<file path="config.mk">
export PLATFORM = sky130hd
export DESIGN_NAME = pbm_regs
export DESIGN_NICKNAME = d
export VERILOG_FILES = /design/src/pbm_pkg.sv /design/src/pbm_latch.sv /design/src/pbm_regs.sv
export VERILOG_INCLUDE_DIRS = /design/src
export SDC_FILE = /design/constraint.sdc
export NUM_CORES = 1
export LEC_CHECK = 0
export BUFFER_PORTS_ARGS = -buffer_cell sky130_fd_sc_hd__buf_2
export CAP_MARGIN = 40
export CORE_UTILIZATION = 44
export CTS_CLUSTER_DIAMETER = 150
export CTS_CLUSTER_SIZE = 24
export DETAILED_ROUTE_END_ITERATION = 10
export PLACE_DENSITY = 0.79
export RECOVER_POWER = 50
export SLEW_MARGIN = 20
export SYNTH_ARGS = -nofsm -noshare
export SYNTH_HDL_FRONTEND = slang
export SYNTH_SLANG_ARGS = --single-unit
</file>
<file path="constraint.sdc">
create_clock -name i_clk -period 1.4 [get_ports i_clk]
set_input_delay 0 -clock i_clk [delete_from_list [all_inputs] [get_ports i_clk]]
set_output_delay 0 -clock i_clk [all_outputs]
set_load 0.005 [all_outputs]
</file>
<file path="src/pbm_map.svh">
`ifndef PBM_MAP_SVH
`define PBM_MAP_SVH

// ------------------------------------------------------------
// Register addresses
// ------------------------------------------------------------
`define PBM_ADDR_CTRL      5'h00
`define PBM_ADDR_STAT      5'h01
`define PBM_ADDR_IDH       5'h02
`define PBM_ADDR_IDL       5'h03

// ------------------------------------------------------------
// Control field positions
// ------------------------------------------------------------
`define PBM_C_RST          15
`define PBM_C_LOOP         14
`define PBM_C_SPD_LO       13
`define PBM_C_ANEN         12
`define PBM_C_PDN          11
`define PBM_C_ISO          10
`define PBM_C_ANRS         9
`define PBM_C_DUP          8
`define PBM_C_COLT         7
`define PBM_C_SPD_HI       6

// Writable control bits; 5:0 read zero
`define PBM_CTRL_WMASK     16'hFF_C0
`define PBM_CTRL_RST_VAL   16'h10_40

// ------------------------------------------------------------
// Status field positions and fixed bits
// ------------------------------------------------------------
`define PBM_S_ANDONE       5
`define PBM_S_RFLT         4
`define PBM_S_LINK         2
`define PBM_S_JAB          1
`define PBM_STAT_FIXED     16'h79_C9

// ------------------------------------------------------------
// Identity, values arbitrary
// ------------------------------------------------------------
`define PBM_OUI_HI         16'h12_34
`define PBM_OUI_LO         6'h2A
`define PBM_MODEL          6'h15
`define PBM_REV            4'h3

`endif

</file>
<file path="src/pbm_pkg.sv">
package pbm_pkg;
   typedef logic [15:0] pbm_word_t;
   typedef logic [4:0]  pbm_addr_t;
   typedef enum logic [1:0] {
      PBM_SPD_10   = 2'h0,
      PBM_SPD_100  = 2'h1,
      PBM_SPD_1000 = 2'h2,
      PBM_SPD_RSV  = 2'h3
   } pbm_speed_e;
endpackage

</file>
<file path="src/pbm_latch.sv">
`include "pbm_map.svh"

// Latching status bit: holds captured event until a read consumes it
module pbm_latch (
   input  wire logic i_clk,      // System clock
   input  wire logic i_sys_rst,  // Sync reset, high
   input  wire logic i_live,     // Live condition
   input  wire logic i_low,      // 1: latch low, 0: latch high
   input  wire logic i_rd,       // Status register read pulse
   output logic      o_val       // Reported value
);
   import pbm_pkg::*;

   typedef struct packed {
      logic held;
   } pbm_lat_s;

   pbm_lat_s st_r;
   pbm_lat_s st_nxt;

   // Captured event shows in place of live until read
   assign o_val = st_r.held ? ~i_low : i_live;

   always_comb begin
      st_nxt = st_r;
      // Event seen in the read cycle survives the read
      if (i_rd)
         st_nxt.held = 1'b0;
      if (i_live == ~i_low)
         st_nxt.held = 1'b1;
   end

   always_ff @(posedge i_clk) begin
      if (i_sys_rst)
         st_r <= '0;
      else
         st_r <= st_nxt;
   end
endmodule

</file>
<file path="src/pbm_regs.sv">
`include "pbm_map.svh"

module pbm_regs (
   input  wire logic            i_clk,        // System clock 20 MHz
   input  wire logic            i_sys_rst,    // Sync reset, high
   input  wire logic            i_wr,         // Register write strobe
   input  wire logic            i_rd,         // Register read strobe
   input  wire pbm_pkg::pbm_addr_t i_addr,    // Register address
   input  wire pbm_pkg::pbm_word_t i_wdata,   // Write data
   output pbm_pkg::pbm_word_t   o_rdata,      // Read data, registered
   input  wire logic            i_link_up,    // Media link live (async)
   input  wire logic            i_rem_fault,  // Remote fault live (async)
   input  wire logic            i_jabber,     // Jabber live (async)
   input  wire logic            i_an_done,    // Autoneg complete (async)
   input  wire logic [7:0]      i_mac_txd,    // MAC-side data in
   input  wire logic            i_mac_txen,   // MAC-side enable in
   output logic [7:0]           o_mac_txd,    // Data to media side
   output logic                 o_mac_txen,   // Enable to media side
   input  wire logic [7:0]      i_med_rxd,    // Data from media side
   input  wire logic            i_med_rxdv,   // Valid from media side
   output logic [7:0]           o_mac_rxd,    // MAC-side data out
   output logic                 o_mac_rxdv,   // MAC-side valid out
   output logic                 o_mac_oe,     // MAC-side output enable
   output logic                 o_loopback,   // Loopback enabled
   output pbm_pkg::pbm_speed_e  o_speed,      // Forced speed code
   output logic                 o_full_dup,   // Full duplex selected
   output logic                 o_an_en,      // Autoneg enabled
   output logic                 o_an_restart, // Autoneg restart pulse
   output logic                 o_power_down, // Power-down
   output logic                 o_col_test,   // Collision test enabled
   output logic                 o_soft_rst    // Soft reset pulse to port
);
   import pbm_pkg::*;

   typedef struct packed {
      pbm_word_t  ctrl;
      pbm_word_t  rdata;
      logic       an_rs;
      logic       srst;
      logic [3:0] sync1;
      logic [3:0] sync2;
   } pbm_st_s;

   pbm_st_s st_r;
   pbm_st_s st_nxt;

   // ---------------------------------------------------------
   // Status bits: link, remote fault and jabber latched; autoneg done unlatched
   // ---------------------------------------------------------
   logic stat_rd;
   logic link_v;
   logic rflt_v;
   logic jab_v;
   logic an_done_v;

   // Synchroniser stage two only feeds the logic below
   assign stat_rd = i_rd && (i_addr == `PBM_ADDR_STAT);

   pbm_latch u_link (
      .i_clk     (i_clk),
      .i_sys_rst (i_sys_rst),
      .i_live    (st_r.sync2[0]),
      .i_low     (1'b1),
      .i_rd      (stat_rd),
      .o_val     (link_v)
   );

   pbm_latch u_rflt (
      .i_clk     (i_clk),
      .i_sys_rst (i_sys_rst),
      .i_live    (st_r.sync2[1]),
      .i_low     (1'b0),
      .i_rd      (stat_rd),
      .o_val     (rflt_v)
   );

   pbm_latch u_jab (
      .i_clk     (i_clk),
      .i_sys_rst (i_sys_rst),
      .i_live    (st_r.sync2[2]),
      .i_low     (1'b0),
      .i_rd      (stat_rd),
      .o_val     (jab_v)
   );

   // Completion only counts while negotiation is enabled and not restarting
   assign an_done_v = st_r.sync2[3] && st_r.ctrl[`PBM_C_ANEN]
                      && !st_r.an_rs;

   // ---------------------------------------------------------
   // Read decode
   // ---------------------------------------------------------
   function automatic pbm_word_t stat_word(input logic lk, input logic rf,
                                           input logic jb, input logic ad);
      pbm_word_t w;
      w = `PBM_STAT_FIXED;
      w[`PBM_S_ANDONE] = ad;
      w[`PBM_S_RFLT]   = rf;
      w[`PBM_S_LINK]   = lk;
      w[`PBM_S_JAB]    = jb;
      return w;
   endfunction

   function automatic pbm_word_t rd_mux(input pbm_addr_t a, input pbm_word_t c,
                                        input pbm_word_t s);
      pbm_word_t w;
      w = 16'h00_00;
      unique case (a)
         `PBM_ADDR_CTRL: w = c & `PBM_CTRL_WMASK;
         `PBM_ADDR_STAT: w = s;
         `PBM_ADDR_IDH:  w = `PBM_OUI_HI;
         `PBM_ADDR_IDL:  w = {`PBM_OUI_LO, `PBM_MODEL, `PBM_REV};
         default:        w = 16'h00_00;
      endcase
      return w;
   endfunction

   // ---------------------------------------------------------
   // Next state
   // ---------------------------------------------------------
   always_comb begin
      pbm_word_t wv;
      wv = i_wdata & `PBM_CTRL_WMASK;
      st_nxt = st_r;
      st_nxt.sync1 = {i_an_done, i_jabber, i_rem_fault, i_link_up};
      st_nxt.sync2 = st_r.sync1;
      // Self-clearing bits read back one for one cycle only
      st_nxt.ctrl[`PBM_C_RST]  = 1'b0;
      st_nxt.ctrl[`PBM_C_ANRS] = 1'b0;
      st_nxt.an_rs = 1'b0;
      st_nxt.srst  = 1'b0;
      if (st_r.srst) begin
         // Latched status flags are sticky and survive a soft reset
         st_nxt.ctrl = `PBM_CTRL_RST_VAL;
      end else if (i_wr && i_addr == `PBM_ADDR_CTRL) begin
         st_nxt.ctrl = wv;
         st_nxt.srst = wv[`PBM_C_RST];
         st_nxt.an_rs = wv[`PBM_C_ANRS];
      end
      st_nxt.rdata = i_rd ? rd_mux(i_addr, st_r.ctrl,
                                   stat_word(link_v, rflt_v, jab_v, an_done_v))
                          : st_r.rdata;
   end

   always_ff @(posedge i_clk) begin
      if (i_sys_rst) begin
         st_r       <= '0;
         st_r.ctrl  <= `PBM_CTRL_RST_VAL;
      end else begin
         st_r <= st_nxt;
      end
   end

   // ---------------------------------------------------------
   // Port steering
   // ---------------------------------------------------------
   logic iso;
   assign iso = st_r.ctrl[`PBM_C_ISO];

   assign o_rdata      = st_r.rdata;
   assign o_loopback   = st_r.ctrl[`PBM_C_LOOP];
   assign o_speed      = pbm_speed_e'({st_r.ctrl[`PBM_C_SPD_HI],
                                       st_r.ctrl[`PBM_C_SPD_LO]});
   assign o_full_dup   = st_r.ctrl[`PBM_C_DUP];
   assign o_an_en      = st_r.ctrl[`PBM_C_ANEN];
   assign o_an_restart = st_r.an_rs;
   assign o_power_down = st_r.ctrl[`PBM_C_PDN];
   assign o_col_test   = st_r.ctrl[`PBM_C_COLT];
   assign o_soft_rst   = st_r.srst;

   // Isolate gates both directions at the MAC side
   assign o_mac_oe   = !iso;
   assign o_mac_rxd  = iso ? 8'h00 : i_med_rxd;
   assign o_mac_rxdv = !iso && i_med_rxdv;
   assign o_mac_txd  = iso ? 8'h00 : i_mac_txd;
   assign o_mac_txen = !iso && i_mac_txen;
endmodule

</file>
==> results.toml, run 1 <==
[synth]
synth_cells = 204
ys_ff_latch = 37
avgSynthCellArea_um2 = 8.35
syn_area_um2 = 1700
synth.top_cell.area_share = 0.435
synth_fp_nets = 251
yosysUniqueCellTypes = 31
synth_top_area_cell = "dfxtp_1"
synthTopCellsByArea = "dfxtp_1 43%, nor2b_1 12%, buf_4 8.4%"
yosys_warnings = 0
ys_seq_area_frac = 0.435

[placement]
hpwl_um = 2720
portBuffers = 84
gp_congestion = 0.853

[cts]
cts_tree = "done"
numCtsBuffers = 5
cts.sinks = 37
clock_path_buffers = 2
postCtsResizedCells = 0
worstSkewPairLatency_ns = 0.29
cts_root_buf = "clkbuf_8"
h-tree-depth = 2
path_clk_slew_ns = 0.08

[global_routing]
grt_overflow = 0
grt_start_max_net_pins = 30
antenna_found_initial = 0
gr-usage-all-layers = 0.195
grt_pass1_wl_um = 6240
grt_pass1_vias = 1407

[floorplanning]
die_y_um = 64.2
initial_core_util = 0.462
die_w_um = 64.2
ioPinCount = 91
core_um2 = 3690
rows = 22
die_area_um2 = 4130

[critical_path]
worstPathMaxFanout = 19
ff2ff_path_depth = 3
cp.required_ns = 1.40
r2r_start = "st_r[0]"
timing.critical_path.from = "iso"
arrival_ns = 1.11
path_class = "flop to output port"
r2r_end = "o_rdata[2]"
cp-start-kind = "flop"
end_kind = "output port"
ff2ff_setup_slack_ns = 0.41

[final_layout]
antenna_cells = 0
drive_gt1_frac = 0.320
synthToLayoutAreaGrowth_pct = 30.8
n_fill_cell = 355
finalNetCount = 327

[routing]
dr_total_vias = 1586
viasPerCell = 4.82
totalWireLength_um = 3780
post_drt_wl_per_cell_um = 11.5
drt_iter0_drc = 57
firstDrtPassIters = 4
detail-route-antenna-nets = 0
drc = 0

[pwr]
fin_total_pwr_mw = 2.07
p_per_area_nw_per_um2 = 929
p_leak_nw = 0.948
peakVddDrop_mv = 0.674

[worst_hold_path]
min_from = "i_sys_rst"
min_to = "st_nxt[1]"
hold_class = "primary input to flop"
hold_depth = 2

[sta]
fin_crit_sh = 0.790
rsz0062_at_grt = "no"
setup_viol_count_final = 0
max_freq_mhz = 904
slew_violations = 0
slew_headroom = 0.623
fin_tns_setup_ns = 0
hold_violations = 0
period_needed_ns = 1.11
tightest_slew_ns = 0.565
clock_skew_ns = 0.00643

[run_status]
status = "completed"

[run]
drv_cap = 0
==> area by class of cell <==
type,count,area (um^2),area share
Clock inverter,3,22.5,0.0101
Tap cell,48,60.1,0.0270
Clock buffer,5,68.8,0.0309
Sequential cell,37,741,0.332
Multi-Input combinational cell,128,731,0.328
Inverter,5,18.8,0.00842
Timing Repair Buffer,103,587,0.263
==> per-stage QoR <==
stage               std cells  worst slack (ns)  utilization  instance area (um^2)  hold WS, ns
finish                    329             0.293        0.604                  2230        0.150
global route              329             0.242        0.604                  2230        0.174
CTS                       329             0.287        0.608                  2240       0.0703
detailed placement        307             0.249        0.545                  2010        0.212
global placement          307             0.288        0.545                  2010        0.206
floorplan                 204             0.406            -                  1700        0.117
==> registers in the layout (all words and copies together) (netlist names) <==
signal / flops
iso: 1
o_loopback: 1
o_full_dup: 1
u_jab.st_r: 1
u_link.st_r: 1
st_nxt: 4
o_power_down: 1
u_rflt.st_r: 1
o_an_en: 1
st_r: 6
o_speed: 2
o_col_test: 1
o_rdata: 16
==> layout by cell type (no fill, tap or decap), drive strengths merged <==
cell type and n:
clkinvlp 3, buf 80, dfxtp 37, nor2b 33, clkbuf 14, o211ai 9, and3b 1, o2111ai 2
nor4 1, o21a 1, nand4 2, a31oi 1, or2 1, and3 2, nor3b 1, and2 1
xor2 1, nor4bb 1, a21oi 23, dlygate4sd3 14, or3 1, or4 1, nand2 16, a32oi 1
inv 5, o21ai 11, nand3 13, nor2 3, nand2b 1, nor3 1
==> worst max-delay path, cell delays in order, from the launching register on <==
cell	delay [ns]
dfxtp_1	0.38
buf_4	0.24
nor2b_1	0.07
buf_2	0.13
==> repair_timing <==
| action | 4_1_cts | 5_1_grt |
|---|---|---|
| buffers inserted | 0 | 0 |
| endpoints found under the hold margin | 14 | 0 |
| hold buffers | 14 | 0 |
==> layer usage <==
metal,vias up,track usage,routed length [um]
met5,-,0,0
met2,40,0.324,1830
met1,717,0.235,1730
met3,8,0.0607,151
met4,0,0.0667,62
li1,821,-,-
==> cell families after synthesis <==
family	count (synthesis)	share of synthesized area
DFF	37	0.435
AOI/OAI and AO/OA	48	0.163
and+or+nand+nor	79	0.263
xor gates and xnor gates	1	0.00514
buffers and inverters	39	0.134
==> synthesized netlist by cell type (all sizes together) <==
| cell | instances |
|---|---|
| dfxtp | 37 |
| a32oi | 1 |
| or2 | 1 |
| xor2 | 1 |
| clkbuf | 8 |
| nor2 | 3 |
| nand4 | 2 |
| o21ai | 11 |
| o2111ai | 2 |
| or4 | 1 |
| a21oi | 23 |
| nand2b | 1 |
| nand2 | 16 |
| inv | 5 |
| o211ai | 9 |
| buf | 26 |
| nor4bb | 1 |
| nor2b | 33 |
| nor4 | 1 |
| a31oi | 1 |
| nor3b | 1 |
| and2 | 1 |
| or3 | 1 |
| nor3 | 1 |
| and3 | 2 |
| o21a | 1 |
| and3b | 1 |
| nand3 | 13 |
==> report_power, final <==
| group | total [mW] | internal [mW] | leakage [nW] | switching (mW) |
|---|---|---|---|---|
| registers | 1.08 | 1.07 | 0.301 | 0.00926 |
| clock network | 0.732 | 0.349 | 0.0364 | 0.383 |
| logic | 0.253 | 0.133 | 0.611 | 0.120 |
| total | 2.07 | 1.56 | 0.948 | 0.513 |
==> worst max path at each step <==
stage,to,slack [ns],depth (start not counted)
floorplan,o_an_en,0.41,4
global placement,u_rflt.st_r,0.29,4
detailed placement,u_jab.st_r,0.25,4
CTS,o_mac_rxd[7],0.29,3
global route,o_mac_txd[1],0.24,3
finish,o_mac_txd[2],0.29,3
(Power assumes the default switching activity.)
==> inputs of run 2 (changes only) <==
Settings changed: CORE_UTILIZATION 44 to 40, PLACE_DENSITY 0.79 to 0.75.
Clock period 1.4 ns to 1 ns, I/O delays scaled along.
==> run 2 against run 1 <==
  * The run now ends with negative setup slack left
  * Largest cell class is now multi-input gates
  * Via count increased by 4.2%
  * Critical endpoint is now o_mac_txd[7]
  * Sequential power rose by 41%
  * Cell area up 9.0%
  * Routed wire length rose by 14%
  * Non-clock buffer count grew 13
  * Die area is 9.7% higher
==> results.toml, run 2 (same netlist as run 1, synthesis figures left out) <==
[pwr]
seqPwrFrac = 0.468
pwr-share-comb = 0.123
swShare = 0.219
p_leak_nw = 1.06
p_per_area_nw_per_um2 = 1330
peakVddDrop_mv = 0.922
p_int_mw = 2.53
clkPwrFrac = 0.408
switching_power_mw = 0.709

[routing]
post_drt_wl_per_cell_um = 12.5
detail-route-antenna-nets = 0
viasPerCell = 4.80
drt_iter0_drc = 94
totalWireLength_um = 4290
drc = 0
dr_total_vias = 1652
firstDrtPassIters = 4

[critical_path]
slowest_stage = "dfxtp_4"
ff2ff_path_depth = 3
path_class = "flop to output port"
worstPathMaxFanout = 5
path_delay_family = "flip-flops"
cp-start-kind = "flop"
arrival_ns = 1.02
r2r_end = "o_rdata[15]"
end_kind = "output port"
ff2ff_setup_slack_ns = 0.03
crit_path_cell_trace = "buf_6 > nor2b_2 > buf_2"
r2r_start = "st_r[41]"
path_depth = 3
slowest_delay_ns = 0.37
cp.required_ns = 1.00
path_buf_inv = 2

[floorplanning]
initial_core_util = 0.420
die_area_um2 = 4530
die_w_um = 67.3
core_um2 = 4060
die_y_um = 67.3
rows = 23
ioPinCount = 91

[placement]
gp_congestion = 0.751
portBuffers = 84
dpl-instance-area_um2 = 2080
dpl_worst_slack_ns = -0.126
hpwl_um = 2890

[cts]
h-tree-depth = 2
cts.sinks = 37
clock_path_buffers = 2
worstSkewPairLatency_ns = 0.28
path_clk_slew_ns = 0.07
numCtsBuffers = 5
cts_root_buf = "clkbuf_8"
cts_tree = "done"

[worst_hold_path]
min_to = "o_rdata[10]"
hold_class = "primary input to flop"
hold_depth = 2
min_from = "i_sys_rst"

[final_layout]
drive_gt1_frac = 0.395
finalInstanceArea_um2 = 2430
finalNetCount = 340
final_common_cell = "buf_2"
synthToLayoutAreaGrowth_pct = 42.5
largest_reg_flops = 16
n_fill_cell = 371
antenna_cells = 0
final_cell_mix = "76 x buf_2, 34 x dfxtp_1, 27 x nor2b_1"

[global_routing]
grt_start_max_net_pins = 18
antenna_found_initial = 0
grt_pass1_vias = 1379
gr-usage-all-layers = 0.190
grt_overflow = 0
grt_pass1_wl_um = 6470

[run_status]
violations = "negative setup slack"
status = "finished with violations"

[sta]
tightest_slew_ns = 0.442
slew_violations = 0
fin_crit_sh = 1.02
period_needed_ns = 1.02
slew_headroom = 0.705
max_freq_mhz = 985
setup_viol_count_final = 7
worst_slack_ns = -0.0151
holdWs_ns = 0.0558
rsz0062_at_grt = "yes"
clock_skew_ns = 0.00240
hold_violations = 0

[run]
drv_cap = 0
[run 2: worst reg2reg max path: stages (launching register included)]
cell	delay [ns]
dfxtp_1	0.39
nor3b_2	0.24
o211ai_1	0.14
a21oi_1	0.14
[run 2: area by class of cell]
class                           instances  area [um^2]  area share
Timing Repair Buffer                  116          696       0.286
Clock inverter                          2         37.5      0.0155
Clock buffer                            6         82.6      0.0340
Multi-Input combinational cell        128          785       0.323
Sequential cell                        37          747       0.308
Inverter                                5         18.8     0.00773
Tap cell                               50         62.6      0.0258
[run 2: per-layer routing]
layer | track usage | part of all wire | vias up
met1 | 0.252 | 0.43 | 741
met3 | 0.0473 | 0.061 | 4
li1 | - | - | 851
met5 | 0 | 0 | -
met2 | 0.299 | 0.50 | 56
met4 | 0.0638 | 0.0098 | 0
[run 2: power by group through the flow]
| stage | combinational [mW] | clock [mW] | sequential (mW) |
|---|---|---|---|
| 2_1_floorplan | 0.179 | 0 | 1.55 |
| 3_3_place_gp | 0.332 | 0 | 1.55 |
| 3_5_place_dp | 0.338 | 0 | 1.55 |
| 4_1_cts | 0.385 | 1.34 | 1.52 |
| 5_1_grt | 0.436 | 1.43 | 1.52 |
| 6_report | 0.400 | 1.32 | 1.52 |
[run 2: metrics by stage]
stage                     setup TNS (ns)  cells  power (mW)   util
after global routing              -0.767    344        3.38  0.599
after detailed placement           -1.40    318        1.89  0.513
final                            -0.0425    344        3.24  0.599
after CTS                       -0.00566    344        3.24  0.588
after floorplan                        0    204        1.73      -
after global placement             -1.14    318        1.88  0.513
[run 2: worst max-delay path by stage]
stage	slack (ns)	to	start
2_1_floorplan	0.006	o_an_en	i_addr[1]
3_5_place_dp	-0.13	o_an_en	i_addr[1]
4_1_cts	-0.006	o_mac_txd[7]	iso
5_1_grt	-0.06	o_mac_rxdv	iso
3_3_place_gp	-0.10	o_speed[1]	i_addr[1]
6_report	-0.02	o_mac_txd[7]	iso
[run 2: repair_timing]
action,in CTS,in global routing
setup buffers,2,0
resized for setup,7,14
gates cloned,2,0
pin swaps,0,1
hold buffers,14,0
endpoints found under the hold margin,14,0
endpoints found under the setup margin,19,22
==> inputs of run 3 (changes only) <==
Settings changed: BUFFER_PORTS_ARGS -buffer_cell sky130_fd_sc_hd__buf_2 to not set, CELL_PAD_IN_SITES_DETAIL_PLACEMENT set to 1, CELL_PAD_IN_SITES_GLOBAL_PLACEMENT set to 2, CORE_UTILIZATION 40 to 29, DONT_BUFFER_PORTS set to 1, PLACE_DENSITY 0.75 to not set, PLACE_DENSITY_LB_ADDON set to 0.1.
Clock period 1 ns to 0.9 ns, I/O delays scaled along.
==> run 3 against run 2 <==
  * The run ends with negative hold slack, negative setup slack left
  * Routed wire length is 14% higher
  * Sequential power is 11% higher
  * Cell count is 17% lower
  * Critical path depth is 1 lower
  * Die area is 37% higher
  * Critical path type unchanged
  * Largest cell class unchanged
  * Largest power group unchanged
  * Highest routed layer unchanged
==> results.toml, run 3 (same netlist as run 1, synthesis figures left out) <==
[final_layout]
antenna_cells = 0
synthToLayoutAreaGrowth_pct = 30.0
largest_reg_flops = 16
finalNetCount = 258
final_cell_mix = "32 x dfxtp_1, 23 x a21oi_1, 17 x nor2b_4"
final_common_cell = "dfxtp_1"
drive_gt1_frac = 0.278
finalInstanceArea_um2 = 2210

[run]
drv_cap = 0

[placement]
portBuffers = 0
dpl-instance-area_um2 = 1700
gp_congestion = 0.703
hpwl_um = 3320

[critical_path]
slowest_delay_ns = 0.38
ff2ff_path_depth = 3
cp.required_ns = 0.90
crit_path_cell_trace = "clkbuf_16 > nor2b_4"
ff2ff_setup_slack_ns = -0.03
cp-start-kind = "flop"
r2r_end = "o_rdata[4]"
timing.critical_path.from = "iso"
r2r_start = "u_rflt.st_r"
end_kind = "output port"
path_class = "flop to output port"
endpoint = "o_mac_rxd[5]"
worstPathMaxFanout = 5
arrival_ns = 0.97
slowest_stage = "dfxtp_4"

[sta]
holdWs_ns = -0.133
tightest_slew_ns = 0.476
max_freq_mhz = 1030
worst_slack_ns = -0.0703
slew_headroom = 0.682
clock_skew_ns = 0.00859
setup_viol_count_final = 21
period_needed_ns = 0.970
hold_violations = 26
slew_violations = 0
fin_tns_setup_ns = -0.960
rsz0062_at_grt = "yes"
fin_crit_sh = 1.08

[routing]
totalWireLength_um = 4890
post_drt_wl_per_cell_um = 17.2
drc = 0
detail-route-antenna-nets = 0
dr_total_vias = 1387
viasPerCell = 4.88
firstDrtPassIters = 4
drt_iter0_drc = 52

[cts]
cts_tree = "done"
cts.sinks = 37
worstSkewPairLatency_ns = 0.30
path_clk_slew_ns = 0.08
clock_path_buffers = 2
h-tree-depth = 2
cts_root_buf = "clkbuf_8"
numCtsBuffers = 5
ctsHoldBuffers = 16

[floorplanning]
die_w_um = 78.7
initial_core_util = 0.306
die_y_um = 78.7
die_area_um2 = 6190
core_um2 = 5570
rows = 27
ioPinCount = 91

[pwr]
p_leak_nw = 0.836
peakVddDrop_mv = 0.766
p_per_area_nw_per_um2 = 1570

[global_routing]
grt_pass1_vias = 1356
gr-usage-all-layers = 0.160
grt_start_max_net_pins = 30
grt_overflow = 0
grt_pass1_wl_um = 7550
antenna_found_initial = 0

[worst_hold_path]
hold_class = "primary input to flop"
min_from = "i_rd"

[run_status]
violations = "negative hold slack, negative setup slack"
status = "finished with violations"
[run 3: cell count changes in the layout (fill, tap and decap cells not counted), sizes merged]
cell         before  now
buf              91   18
clkbuf           17    6
clkinv            0    1
dlygate4sd3      14   15
[run 3: metrics by stage]
step / instances / power [mW] / hold slack (ns) / utilization / setup WS (ns)
2_1_floorplan: 204 / 1.92 / 0.117 / - / -0.0810
3_3_place_gp: 257 / 1.91 / 0.0751 / 0.304 / -0.0798
3_5_place_dp: 257 / 1.91 / 0.0740 / 0.304 / -0.140
4_1_cts: 282 / 3.49 / -0.136 / 0.376 / -0.0499
5_1_grt: 284 / 3.63 / -0.133 / 0.397 / -0.106
6_report: 284 / 3.48 / -0.133 / 0.397 / -0.0703
[run 3: final cells by class]
| type | instances | area [um^2] |
|---|---|---|
| tap | 72 | 90.1 |
| clock inverter | 3 | 46.3 |
| inverter | 5 | 18.8 |
| sequential | 37 | 749 |
| multi-input combinational | 128 | 898 |
| timing repair buffer | 34 | 343 |
| fill | 660 | 3360 |
| clock buffer | 5 | 68.8 |
[run 3: how the worst min path moves through the flow]
stage | end | slack, ns | cells past startpoint
after floorplan | o_mac_rxd[0] | 0.12 | 1
after global placement | u_jab.st_r | 0.08 | 1
after detailed placement | u_rflt.st_r | 0.07 | 1
after CTS | o_rdata[5] | -0.14 | 2
after global routing | o_rdata[12] | -0.13 | 2
final | o_rdata[9] | -0.13 | 2
[run 3: power by group]
part,total [mW],switching [mW],internal (mW)
Sequential,1.69,0.0172,1.67
Combinational,0.317,0.140,0.177
Clock,1.47,0.645,0.830
Total,3.48,0.803,2.68
[run 3: timing repair]
action | in CTS | in global routing
cloned | 0 | 2
gates resized for setup | 34 | 19
setup endpoints to repair | 31 | 38
pin swaps | 5 | 10
buffers inserted | 1 | 0
endpoints found under the hold margin | 37 | 26
[run 3: critical path, delay by kind of cell, from the launching register on]
family | cells | cell delay [ns]
flip-flops | 1 | 0.38
AND/OR/NAND/NOR | 1 | 0.12
buffers and inverters | 1 | 0.17
[run 3: routing by layer]
metal	routed length [um]	share of wire	vias to the layer above	global-route usage
met5	0	0	-	0
met1	2300	0.47	659	0.223
met2	2220	0.45	38	0.230
met3	323	0.066	5	0.0547
met4	46	0.0094	0	0.0444
li1	-	-	685	-
